[src/voice_pkg.sv]
package voice_pkg;
  // Register byte addresses
  localparam logic [15:0] A_RX_LINK = 16'h2538;
  localparam logic [15:0] A_RX_SDIV = 16'h253a;
  localparam logic [15:0] A_RX_MDIV = 16'h253b;
  localparam logic [15:0] A_RX_BDIV = 16'h253c;
  localparam logic [15:0] A_RX_MODE = 16'h253d;
  localparam logic [15:0] A_ENC_CTL = 16'h2745;
  localparam logic [15:0] A_ENC_SHI = 16'h2746;
  localparam logic [15:0] A_ENC_SLO = 16'h2747;
  localparam logic [15:0] A_DEC_CTL = 16'h274d;
  localparam logic [15:0] A_DEC_SHI = 16'h274e;
  localparam logic [15:0] A_DEC_SLO = 16'h274f;
  localparam logic [15:0] A_TXF_DATA = 16'h2750;
  localparam logic [15:0] A_TXF_SIL = 16'h2751;
  localparam logic [15:0] A_TXF_CTL = 16'h2752;
  localparam logic [15:0] A_TXF_RP = 16'h2753;
  localparam logic [15:0] A_TXF_WP = 16'h2754;
  localparam logic [15:0] A_TXF_FLAGS = 16'h2759;
  localparam logic [15:0] A_TXF_STS = 16'h275a;
  // Link format register fields
  localparam int LK_MASTER = 7;
  localparam int LK_FMT = 5;
  // Receive mode register fields
  localparam int MD_SHARE = 7;
  localparam int MD_IDLE = 6;
  localparam int MD_EDGE = 5;
  localparam int MD_W16 = 4;
  localparam int MD_FWD = 3;
  localparam int MD_CH = 1;
  localparam int MD_ON = 0;
  // Encoder and decoder control fields
  localparam int CC_LPB = 7;
  localparam int CC_W16 = 5;
  localparam int CC_MUTE = 4;
  localparam int CC_ALG = 2;
  localparam int CC_INI = 1;
  localparam int CC_RUN = 0;
  // FIFO control, status and flag fields
  localparam int FC_DMA = 3;
  localparam int FC_MUTE = 2;
  localparam int FC_CLR = 1;
  localparam int FC_FILL = 0;
  localparam int ST_FILL = 4;
  localparam int ST_PUSH = 3;
  localparam int ST_POP = 2;
  // Reset values
  localparam logic [7:0] RST_LINK = 8'hc0;
  localparam logic [7:0] RST_MODE = 8'h7e;
  localparam logic [7:0] RST_ZERO = 8'h00;
  // Encodings
  localparam logic [1:0] FMT_I2S = 2'h0;
  localparam logic [1:0] FMT_DSP = 2'h3;
  localparam logic [1:0] ALG_MULAW = 2'h1;
  localparam logic [1:0] ALG_ALAW = 2'h2;
  // FIFO geometry and companding constants
  localparam logic [7:0] PTR_WRAP = 8'h80;
  localparam logic [6:0] FILL_LAST = 7'h7f;
  localparam logic [13:0] MU_CLIP = 14'h1fde;
  localparam logic [13:0] MU_ADD = 14'h0021;
  localparam logic [15:0] MU_BIAS = 16'h0084;
  localparam logic [7:0] A_XOR = 8'h55;

  typedef struct packed {
    logic [15:0] addr;
    logic [7:0] wdata;
    logic wr;
    logic rd;
  } reg_req_t;
  typedef struct packed {
    logic mclk;
    logic bclk;
    logic word_select_clock;
  } i2s_clk_t;
  typedef struct packed {
    logic valid;
    logic [7:0] data;
  } byte_strm_t;
  typedef struct packed {
    logic valid;
    logic [15:0] data;
  } sample_t;
endpackage
[src/voice_capture_codec_path.sv]
module voice_capture_codec_path (
  input wire logic i_clk_sys,
  input wire logic i_rstn,
  input wire voice_pkg::reg_req_t i_req,
  input wire voice_pkg::i2s_clk_t i_tx_clk,
  input wire logic i_ext_bclk,
  input wire logic i_ext_word_select_clock,
  input wire logic i_adc_sdata,
  input wire voice_pkg::byte_strm_t i_dec_in,
  input wire logic i_dma_ready,
  output logic [7:0] o_rdata,
  output voice_pkg::i2s_clk_t o_clk,
  output logic o_clk_oe,
  output voice_pkg::byte_strm_t o_dma,
  output voice_pkg::sample_t o_dec
);
  // G.711 mu-law compressor, 14-bit magnitude domain
  function automatic logic [7:0] mu_enc(input logic [15:0] x);
    logic [13:0] m;
    logic [12:0] b;
    logic [2:0] e;
    m = x[15] ? (~x[15:2]) + 14'h0001 : x[15:2];
    if (m > voice_pkg::MU_CLIP) m = voice_pkg::MU_CLIP;
    b = 13'(m + voice_pkg::MU_ADD);
    e = 3'h0;
    for (int i = 1; i < 8; i++) if (b[i + 5]) e = 3'(i);
    return ~{x[15], e, 4'(b >> (4'(e) + 4'h1))};
  endfunction

  // G.711 mu-law expander
  function automatic logic [15:0] mu_dec(input logic [7:0] c);
    logic [7:0] u;
    logic [15:0] t;
    u = ~c;
    t = {8'h00, 8'({u[3:0], 3'h0}) + 8'h84} << u[6:4];
    return u[7] ? 16'(voice_pkg::MU_BIAS - t) : 16'(t - voice_pkg::MU_BIAS);
  endfunction

  // G.711 A-law compressor, 13-bit magnitude domain
  function automatic logic [7:0] a_enc(input logic [15:0] x);
    logic [12:0] m;
    logic [3:0] s;
    m = x[15] ? ~x[15:3] : x[15:3];
    s = 4'h0;
    for (int i = 1; i < 9; i++) if (m >= (13'h0010 << i)) s = 4'(i);
    if (s == 4'h8) return {~x[15], 7'h7f} ^ voice_pkg::A_XOR;
    return {~x[15], s[2:0], (s < 4'h2) ? m[4:1] : 4'(m >> s)} ^ voice_pkg::A_XOR;
  endfunction

  // G.711 A-law expander
  function automatic logic [15:0] a_dec(input logic [7:0] c);
    logic [7:0] a;
    logic [15:0] t;
    a = c ^ voice_pkg::A_XOR;
    t = {8'h00, a[3:0], 4'h0};
    if (a[6:4] == 3'h0) t = t + 16'h0008;
    else t = (t + 16'h0108) << (a[6:4] - 3'h1);
    return a[7] ? t : 16'(-t);
  endfunction

  // Software registers
  logic [7:0] link_reg, sdiv_reg, mdiv_reg, bdiv_reg, mode_reg;
  logic [7:0] encc_reg, ehi_reg, elo_reg, decc_reg, dhi_reg, dlo_reg;
  logic [7:0] tsil_reg;
  logic tmute_reg;
  logic wr, rd;
  assign wr = i_req.wr;
  assign rd = i_req.rd;

  // Register writes; pointer reset bits are pulses, never stored
  always_ff @(posedge i_clk_sys or negedge i_rstn) begin
    if (!i_rstn) begin
      link_reg <= voice_pkg::RST_LINK;
      mode_reg <= voice_pkg::RST_MODE;
      {sdiv_reg, mdiv_reg, bdiv_reg} <= {3{voice_pkg::RST_ZERO}};
      {encc_reg, ehi_reg, elo_reg} <= {3{voice_pkg::RST_ZERO}};
      {decc_reg, dhi_reg, dlo_reg} <= {3{voice_pkg::RST_ZERO}};
      tsil_reg <= voice_pkg::RST_ZERO;
      tmute_reg <= 1'b0;
    end else if (wr) begin
      unique case (i_req.addr)
        voice_pkg::A_RX_LINK: link_reg <= i_req.wdata;
        voice_pkg::A_RX_SDIV: sdiv_reg <= i_req.wdata;
        voice_pkg::A_RX_MDIV: mdiv_reg <= i_req.wdata;
        voice_pkg::A_RX_BDIV: bdiv_reg <= i_req.wdata;
        voice_pkg::A_RX_MODE: mode_reg <= i_req.wdata;
        voice_pkg::A_ENC_CTL: encc_reg <= i_req.wdata & ~(8'h01 << voice_pkg::CC_INI);
        voice_pkg::A_ENC_SHI: ehi_reg <= i_req.wdata;
        voice_pkg::A_ENC_SLO: elo_reg <= i_req.wdata;
        voice_pkg::A_DEC_CTL: decc_reg <= i_req.wdata & ~(8'h01 << voice_pkg::CC_INI);
        voice_pkg::A_DEC_SHI: dhi_reg <= i_req.wdata;
        voice_pkg::A_DEC_SLO: dlo_reg <= i_req.wdata;
        voice_pkg::A_TXF_SIL: tsil_reg <= i_req.wdata;
        voice_pkg::A_TXF_CTL: tmute_reg <= i_req.wdata[voice_pkg::FC_MUTE];
        default: ;
      endcase
    end
  end

  // Decoded control fields
  logic master, share, rx_on, dsp, enc_ini, dec_ini;
  assign master = link_reg[voice_pkg::LK_MASTER];
  assign share = !master && mode_reg[voice_pkg::MD_SHARE];
  assign rx_on = mode_reg[voice_pkg::MD_ON];
  assign dsp = link_reg[voice_pkg::LK_FMT +: 2] == voice_pkg::FMT_DSP;
  assign enc_ini = wr && i_req.addr == voice_pkg::A_ENC_CTL && i_req.wdata[voice_pkg::CC_INI];
  assign dec_ini = wr && i_req.addr == voice_pkg::A_DEC_CTL && i_req.wdata[voice_pkg::CC_INI];

  // Pin synchronisers, two flops each
  logic sd1, sd2, eb1, eb2, el1, el2;
  always_ff @(posedge i_clk_sys or negedge i_rstn) begin
    if (!i_rstn) {sd1, sd2, eb1, eb2, el1, el2} <= 6'h00;
    else {sd1, sd2, eb1, eb2, el1, el2} <= {i_adc_sdata, sd1, i_ext_bclk, eb1, i_ext_word_select_clock, el1};
  end

  // Generated and effective link clocks
  logic mclk_reg, bclk_reg, word_select_clock_reg, mclk_q, bclk_q, word_select_clock_q;
  logic [7:0] mcnt_reg, bcnt_reg, lcnt_reg, lcnt_next;
  logic eff_mclk, eff_bclk, eff_word_select_clock, m_rise, m_edge, b_rise, b_fall, lr_tick;
  always_comb begin
    // Shared slave borrows the transmit block clocks
    eff_mclk = share ? i_tx_clk.mclk : mclk_reg;
    eff_bclk = master ? bclk_reg : (share ? i_tx_clk.bclk : eb2);
    eff_word_select_clock = master ? word_select_clock_reg : (share ? i_tx_clk.word_select_clock : el2);
  end
  assign m_rise = eff_mclk && !mclk_q;
  assign m_edge = eff_mclk ^ mclk_q;
  assign b_rise = eff_bclk && !bclk_q;
  assign b_fall = !eff_bclk && bclk_q;
  assign lr_tick = mode_reg[voice_pkg::MD_EDGE] ? b_rise : b_fall;
  assign lcnt_next = (lcnt_reg == bdiv_reg - 8'h01) ? 8'h00 : lcnt_reg + 8'h01;

  // Edge history of the effective clocks
  always_ff @(posedge i_clk_sys or negedge i_rstn) begin
    if (!i_rstn) {mclk_q, bclk_q, word_select_clock_q} <= 3'h0;
    else {mclk_q, bclk_q, word_select_clock_q} <= {eff_mclk, eff_bclk, eff_word_select_clock};
  end

  // Master clock: half period of divisor system cycles
  always_ff @(posedge i_clk_sys or negedge i_rstn) begin
    if (!i_rstn) begin
      mcnt_reg <= 8'h00;
      mclk_reg <= 1'b0;
    end else if (!rx_on || sdiv_reg == 8'h00) begin
      mcnt_reg <= 8'h00;
      mclk_reg <= !mode_reg[voice_pkg::MD_IDLE];
    end else if (mcnt_reg == sdiv_reg - 8'h01) begin
      mcnt_reg <= 8'h00;
      mclk_reg <= !mclk_reg;
    end else begin
      mcnt_reg <= mcnt_reg + 8'h01;
    end
  end

  // Bit clock: both master edges count at divisor one, else rises only
  always_ff @(posedge i_clk_sys or negedge i_rstn) begin
    if (!i_rstn) begin
      bcnt_reg <= 8'h00;
      bclk_reg <= 1'b0;
    end else if (!rx_on || mdiv_reg == 8'h00) begin
      bcnt_reg <= 8'h00;
      bclk_reg <= 1'b0;
    end else if (sdiv_reg == 8'h01 ? m_edge : m_rise) begin
      if (bcnt_reg == mdiv_reg - 8'h01) begin
        bcnt_reg <= 8'h00;
        bclk_reg <= !bclk_reg;
      end else begin
        bcnt_reg <= bcnt_reg + 8'h01;
      end
    end
  end

  // Word select: square wave, or one-bit frame pulse in DSP format
  always_ff @(posedge i_clk_sys or negedge i_rstn) begin
    if (!i_rstn) begin
      lcnt_reg <= 8'h00;
      word_select_clock_reg <= 1'b0;
    end else if (!rx_on || bdiv_reg == 8'h00) begin
      lcnt_reg <= 8'h00;
      word_select_clock_reg <= 1'b0;
    end else if (lr_tick) begin
      lcnt_reg <= lcnt_next;
      if (dsp) word_select_clock_reg <= lcnt_next == 8'h00;
      else if (lcnt_next == 8'h00) word_select_clock_reg <= !word_select_clock_reg;
    end
  end

  // Receive shifter and channel hand-off
  logic [15:0] shift_reg, rx_word;
  logic rx_left, rx_pick;
  voice_pkg::sample_t smp_reg;
  assign rx_left = (link_reg[voice_pkg::LK_FMT +: 2] == voice_pkg::FMT_I2S) ? !word_select_clock_q : word_select_clock_q;
  assign rx_pick = rx_left ? mode_reg[voice_pkg::MD_CH + 1] : mode_reg[voice_pkg::MD_CH];
  assign rx_word = rx_pick ? shift_reg : 16'h0000;

  // Word ends at each word select change; last 16 bits are kept
  always_ff @(posedge i_clk_sys or negedge i_rstn) begin
    if (!i_rstn) begin
      shift_reg <= 16'h0000;
      smp_reg <= '0;
    end else begin
      if (rx_on && b_rise) shift_reg <= {shift_reg[14:0], sd2};
      smp_reg.valid <= rx_on && (eff_word_select_clock ^ word_select_clock_q) && mode_reg[voice_pkg::MD_FWD];
      if (mode_reg[voice_pkg::MD_W16]) smp_reg.data <= rx_word;
      else smp_reg.data <= {8'h00, rx_word[15:8]};
    end
  end

  // Encoder: byte pointer serialises uncompressed words
  logic [15:0] enc_in;
  logic [7:0] enc_byte, enc_lo;
  logic enc_pend, enc_ptr, push_enc, cpu_push, fill_busy;
  logic [1:0] enc_alg;
  assign enc_alg = encc_reg[voice_pkg::CC_ALG +: 2];
  always_comb begin
    if (encc_reg[voice_pkg::CC_MUTE]) enc_in = {ehi_reg, elo_reg};
    else if (encc_reg[voice_pkg::CC_W16]) enc_in = smp_reg.data;
    else enc_in = {smp_reg.data[7:0], 8'h00};
  end
  assign push_enc = enc_pend && !cpu_push && !fill_busy;

  always_ff @(posedge i_clk_sys or negedge i_rstn) begin
    if (!i_rstn) begin
      enc_byte <= 8'h00;
      enc_lo <= 8'h00;
      enc_pend <= 1'b0;
      enc_ptr <= 1'b0;
    end else if (enc_ini) begin
      enc_pend <= 1'b0;
      enc_ptr <= 1'b0;
    end else if (push_enc) begin
      // Second byte of a plain word follows the first
      enc_pend <= enc_ptr;
      enc_byte <= enc_lo;
      enc_ptr <= 1'b0;
    end else if (!enc_pend && smp_reg.valid && encc_reg[voice_pkg::CC_RUN]) begin
      enc_pend <= 1'b1;
      enc_lo <= enc_in[7:0];
      unique case (enc_alg)
        voice_pkg::ALG_MULAW: enc_byte <= mu_enc(enc_in);
        voice_pkg::ALG_ALAW: enc_byte <= a_enc(enc_in);
        default: begin
          // Plain and adaptive codes pass the word through
          enc_byte <= enc_in[15:8];
          enc_ptr <= encc_reg[voice_pkg::CC_W16];
        end
      endcase
    end
  end

  // Decoder: loopback or receive FIFO bytes
  voice_pkg::byte_strm_t din;
  logic [15:0] dec_lin, dec_word;
  logic [7:0] dhold_reg;
  logic dptr_reg, dw16;
  logic [1:0] dec_alg;
  assign dec_alg = decc_reg[voice_pkg::CC_ALG +: 2];
  assign dw16 = decc_reg[voice_pkg::CC_W16];
  assign din = decc_reg[voice_pkg::CC_LPB] ? {push_enc, enc_byte} : i_dec_in;
  assign dec_lin = (dec_alg == voice_pkg::ALG_ALAW) ? a_dec(din.data) : mu_dec(din.data);
  assign dec_word = decc_reg[voice_pkg::CC_MUTE] ? {dhi_reg, dlo_reg} : dec_lin;

  always_ff @(posedge i_clk_sys or negedge i_rstn) begin
    if (!i_rstn) begin
      o_dec <= '0;
      dhold_reg <= 8'h00;
      dptr_reg <= 1'b0;
    end else begin
      o_dec.valid <= 1'b0;
      if (dec_ini) begin
        dptr_reg <= 1'b0;
      end else if (din.valid && decc_reg[voice_pkg::CC_RUN]) begin
        if (decc_reg[voice_pkg::CC_MUTE] || dec_alg == voice_pkg::ALG_MULAW ||
            dec_alg == voice_pkg::ALG_ALAW) begin
          o_dec.valid <= 1'b1;
          o_dec.data <= dw16 ? dec_word : {8'h00, dec_word[15:8]};
        end else if (!dw16) begin
          o_dec.valid <= 1'b1;
          o_dec.data <= {8'h00, din.data};
        end else if (!dptr_reg) begin
          dhold_reg <= din.data;
          dptr_reg <= 1'b1;
        end else begin
          o_dec.valid <= 1'b1;
          o_dec.data <= {dhold_reg, din.data};
          dptr_reg <= 1'b0;
        end
      end
    end
  end

  // Transmit FIFO storage and pointers
  logic [7:0] mem [128];
  logic [7:0] wp_reg, rp_reg, fifo_out, push_byte;
  logic [6:0] fcnt_reg;
  logic full, empty, cpu_pop, dma_pop, push, pop, clr, ovf_reg, udf_reg;
  logic dma_go, push_st, pop_st;
  assign full = (wp_reg ^ rp_reg) == voice_pkg::PTR_WRAP;
  assign empty = wp_reg == rp_reg;
  assign cpu_push = wr && i_req.addr == voice_pkg::A_TXF_DATA;
  assign cpu_pop = rd && i_req.addr == voice_pkg::A_TXF_DATA;
  assign clr = wr && i_req.addr == voice_pkg::A_TXF_CTL && i_req.wdata[voice_pkg::FC_CLR];
  assign dma_pop = dma_go && !cpu_pop && !empty && !fill_busy && (!o_dma.valid || i_dma_ready);
  assign push = (cpu_push || push_enc) && !fill_busy;
  assign pop = cpu_pop || dma_pop;
  assign push_byte = cpu_push ? i_req.wdata : enc_byte;
  assign fifo_out = tmute_reg ? tsil_reg : mem[rp_reg[6:0]];

  // Storage is written by a push or by the silence fill
  always_ff @(posedge i_clk_sys) begin
    if (fill_busy) mem[fcnt_reg] <= tsil_reg;
    else if (push && !full) mem[wp_reg[6:0]] <= push_byte;
  end

  // Pointers; software may also write them directly
  always_ff @(posedge i_clk_sys or negedge i_rstn) begin
    if (!i_rstn) begin
      wp_reg <= 8'h00;
      rp_reg <= 8'h00;
    end else if (clr) begin
      wp_reg <= 8'h00;
      rp_reg <= 8'h00;
    end else begin
      if (wr && i_req.addr == voice_pkg::A_TXF_WP) wp_reg <= i_req.wdata;
      else if (push && !full) wp_reg <= wp_reg + 8'h01;
      if (wr && i_req.addr == voice_pkg::A_TXF_RP) rp_reg <= i_req.wdata;
      else if (pop && !empty) rp_reg <= rp_reg + 8'h01;
    end
  end

  // Fill sequencer, error flags and activity status
  always_ff @(posedge i_clk_sys or negedge i_rstn) begin
    if (!i_rstn) begin
      fill_busy <= 1'b0;
      fcnt_reg <= 7'h00;
      {ovf_reg, udf_reg, push_st, pop_st} <= 4'h0;
    end else begin
      if (wr && i_req.addr == voice_pkg::A_TXF_CTL && i_req.wdata[voice_pkg::FC_FILL]) begin
        fill_busy <= 1'b1;
        fcnt_reg <= 7'h00;
      end else if (fill_busy) begin
        fill_busy <= fcnt_reg != voice_pkg::FILL_LAST;
        fcnt_reg <= fcnt_reg + 7'h01;
      end
      // A new error wins over a clear in the same cycle
      ovf_reg <= (push && full) || (ovf_reg && !clr);
      udf_reg <= (pop && empty) || (udf_reg && !clr);
      push_st <= push;
      pop_st <= pop;
    end
  end

  // DMA drain towards the MAC; go bit drops once empty
  always_ff @(posedge i_clk_sys or negedge i_rstn) begin
    if (!i_rstn) begin
      dma_go <= 1'b0;
      o_dma <= '0;
    end else begin
      if (wr && i_req.addr == voice_pkg::A_TXF_CTL && i_req.wdata[voice_pkg::FC_DMA]) dma_go <= 1'b1;
      else if (dma_go && empty && (!o_dma.valid || i_dma_ready)) dma_go <= 1'b0;
      if (dma_pop) o_dma <= {1'b1, fifo_out};
      else if (i_dma_ready) o_dma.valid <= 1'b0;
    end
  end

  // Read data stands one cycle only; unmapped reads give zero
  always_ff @(posedge i_clk_sys or negedge i_rstn) begin
    if (!i_rstn) o_rdata <= 8'h00;
    else if (!rd) o_rdata <= 8'h00;
    else begin
      unique case (i_req.addr)
        voice_pkg::A_RX_LINK: o_rdata <= link_reg;
        voice_pkg::A_RX_SDIV: o_rdata <= sdiv_reg;
        voice_pkg::A_RX_MDIV: o_rdata <= mdiv_reg;
        voice_pkg::A_RX_BDIV: o_rdata <= bdiv_reg;
        voice_pkg::A_RX_MODE: o_rdata <= mode_reg;
        voice_pkg::A_ENC_CTL: o_rdata <= encc_reg;
        voice_pkg::A_ENC_SHI: o_rdata <= ehi_reg;
        voice_pkg::A_ENC_SLO: o_rdata <= elo_reg;
        voice_pkg::A_DEC_CTL: o_rdata <= decc_reg;
        voice_pkg::A_DEC_SHI: o_rdata <= dhi_reg;
        voice_pkg::A_DEC_SLO: o_rdata <= dlo_reg;
        voice_pkg::A_TXF_DATA: o_rdata <= fifo_out;
        voice_pkg::A_TXF_SIL: o_rdata <= tsil_reg;
        voice_pkg::A_TXF_CTL: o_rdata <= {5'h00, tmute_reg, 2'h0};
        voice_pkg::A_TXF_RP: o_rdata <= rp_reg;
        voice_pkg::A_TXF_WP: o_rdata <= wp_reg;
        voice_pkg::A_TXF_FLAGS: o_rdata <= {4'h0, full, empty, ovf_reg, udf_reg};
        voice_pkg::A_TXF_STS: o_rdata <= {3'h0, fill_busy, push_st, pop_st, 2'h0};
        default: o_rdata <= 8'h00;
      endcase
    end
  end

  // Clock pins are driven only as link master
  assign o_clk = {mclk_reg, bclk_reg, word_select_clock_reg};
  assign o_clk_oe = master;
endmodule // voice_capture_codec_path

[config.mk]
export PLATFORM = sky130hd
export DESIGN_NAME = voice_capture_codec_path
export DESIGN_NICKNAME = d
export VERILOG_FILES = /design/src/voice_pkg.sv /design/src/voice_capture_codec_path.sv
export SDC_FILE = /design/constraint.sdc
export NUM_CORES = 2
export LEC_CHECK = 0
export BUFFER_PORTS_ARGS = -buffer_cell sky130_fd_sc_hd__buf_2
export CORE_MARGIN = 4
export CORE_UTILIZATION = 65
export DETAILED_ROUTE_END_ITERATION = 7
export GPL_TIMING_DRIVEN = 0
export PLACE_DENSITY_LB_ADDON = 0.12
export SLEW_MARGIN = 20
export SYNTH_ARGS = -nofsm -noshare
export SYNTH_HDL_FRONTEND = slang
export SYNTH_SLANG_ARGS = --single-unit
[constraint.sdc]
create_clock -name i_clk_sys -period 16.1 [get_ports i_clk_sys]
set_input_delay 0.805 -clock i_clk_sys [delete_from_list [all_inputs] [get_ports i_clk_sys]]
set_output_delay 0.805 -clock i_clk_sys [all_outputs]
set_load 0.05 [all_outputs]
==> out/metrics.cfg <==
[timing]
fin_crit_ns = 5.943
clock_skew_ns = 0.06110
post-route-period-util_pct = 36.91
rsz0062_at_grt = no
slew_headroom_pct = 13.65
tightest_slew_ns = 1.295
tns_ns = 0
fmax_mhz = 168.3
whs_ns = 0.05554
finalSetupViolCount = 0
slew_viol_final = 0
hold_violations = 0

[synthesis]
yosys-top-cells-count = 1,024 x edfxtp_1, 329 x mux4_2, 302 x nor2_1, 246 x dfrtp_1, 211 x nand2_1
yosysWarnings = 0
synth_edf_count = 1024
synth.avg_cell_area_um2 = 15.82
async_reset_ff_share_pct = 19.87
synth_area_leaders = edfxtp_1 54%, mux4_2 13%, dfrtp_1 11%
yosysUniqueCellTypes = 100
synth_most_common_cell = edfxtp_1
syn_area_mm2 = 0.05654
ys_ff_latch = 1278
synth_top_area_share_pct = 54.38
ys_seq_area_share_pct = 65.64
syn_inst = 3575
synthFlopType = edfxtp_1
synth.largest_area_cell = edfxtp_1
synth_fp_nets = 3643

[clock_tree]
clkTransAtPathRegs_ns = 0.06
cts_max_level = 3
clockRootBuffer = clkbuf_16
insertion_delay_ns = 0.76
post_cts.repair.setup_buffers = 0
clockBufferDepth = 3
ctsHoldBuffers = 0
tritoncts = built
cts_resized = 0
cts.sinks = 1278
numCtsBuffers = 121

[final_layout]
utilization_pct = 74.19
multi_input_area_mm2 = 0.01843
fin_nets = 3879
register_area_mm2 = 0.03712
final_cells = 5067
fin_area_mm2 = 0.06356
largest_register_ffs = 1024
drive_above_1_share_pct = 23.08
syn2layout_area_growth_pct = 12.42
nFillCells = 4773

[power]
max-vdd-ir-drop_mv = 0.1240
power_density_mw_per_mm2 = 104.8
p_leak_nw = 22.50

[drt]
first_iter_violations = 7276
viasPerCell = 7.524
post_drt_wl_per_cell_um = 38.00
num_vias = 38130
ant_nets = 0
dr.pass1.iters = 8
route.final.wire_length_mm = 192.6
drc = 0

[worst_setup_path]
cp_max_fo = 10
cpMostUsedCell = clkbuf_1
path_cells = clkbuf_1 -> clkbuf_1 -> clkbuf_1 -> clkbuf_2 -> mux4_2 -> mux4_2 -> mux2i_1 -> a211oi_1 -> a21oi_1 -> o21ai_0 -> mux2_2
cp.arrival_ns = 6.54
required_ns = 16.70
cp_slowest_cell = clkbuf_1
end_kind = flop
critPathTopFamily = buffers and inverters
slowest_delay_ns = 0.94
startpoint_type = flop
worstSetupPathType = reg -> reg
crit_buf_inv = 4

[die]
die-area_mm2 = 0.09177
start_util_pct = 65.99
pin_count = 82
row_count = 107
die_y_um = 302.9
core-area_mm2 = 0.08568
die_x_um = 302.9

[global_route]
grt_max_degree = 101
grt_antenna_before_repair = 7
grt_usage_pct = 42.58
grt_pass1_vias = 37250
grt_overflow = 0
grt_pass1_wl_mm = 274.3

[placement]
gp_congestion = 0.9711
place_inst = 4832
hpwl_mm = 120.5
io_buffers = 76
post_dp_cell_area_mm2 = 0.05948

[min_path]
holdCritPathClass = in -> async

[outcome]
outcome = finished, final reports clean

[run]
cap_violations = 0

[cell usage in the layout, fill, tap and decap left out, drive strengths merged, types with 18 or more instances in the layout]
cell | synthesis | routed
edfxtp | 1024 | 1024
mux4 | 329 | 329
nor2 | 305 | 305
clkbuf | 139 | 291
dfrtp | 246 | 246
nand2 | 213 | 213
buf | 80 | 190
o21ai | 150 | 150
a21oi | 133 | 133
mux2 | 127 | 127
mux2i | 89 | 89
xnor2 | 65 | 65
nand3 | 57 | 57
clkinv | 2 | 56
inv | 42 | 47
nand2b | 42 | 42
xor2 | 40 | 40
nor3 | 39 | 39
a31oi | 35 | 35
a211oi | 33 | 33
and2 | 26 | 26
ha | 24 | 24
or2 | 24 | 24
a22oi | 22 | 22
and3 | 20 | 20
nor2b | 18 | 18
a221oi | 18 | 18
o21a | 18 | 18
[path summary, 6_finish.rpt]
check	from	slack, ns	cells past startpoint	end
min in group i_clk_sys	i_ext_bclk	0.18	1	eb1
max reg2reg	rp_reg[1]	10.16	11	o_dma[7]
max	rp_reg[1]	10.16	11	o_dma[7]
min	i_rstn	0.06	1	lcnt_reg[4]
min reg2reg	el1	0.37	0	el2
max in group asynchronous	i_rstn	15.11	2	enc_byte[0]
[power breakdown]
| group | internal (mW) | switching [mW] |
|---|---|---|
| logic | 0.0379 | 0.0878 |
| clock network | 1.63 | 1.38 |
| registers | 3.52 | 0.000880 |
[cells by family after synthesis]
logic type,synth area share (%)
adders and majority gates,0.5311
xor gates and xnor gates,1.640
muxes,17.24
AOI/OAI and AO/OA,6.302
DFF,65.64
buffers and inverters,1.941
and+or+nand+nor,6.705
[cell type report]
cell class	count	share of cell area (%)
diodes	6	0.02362
repair buffers	113	2.148
plain buffers	219	1.555
clock inverters	80	1.417
flip-flops and latches	1278	58.39
clock buffers	149	4.960
multi-input cells	2034	28.99
well taps	1144	2.252
inverters	44	0.2598
[metal layers]
layer  GRT usage (%)  up-vias  share of wire, %
li1                -    14540                 -
met1           53.06    18860                32
met2           66.31     3836                46
met3           12.35      887                13
met4           27.26        6               8.5
met5          0.5820        -             0.051
[per-stage QoR]
stage	setup slack (ns)	power [mW]
finish	10.16	6.660
CTS	10.42	6.639
detailed placement	9.850	3.719
global placement	4.150	3.715
global route	10.03	6.797
floorplan	8.334	3.664
No activity file was read; power rests on OpenSTA's default activity.
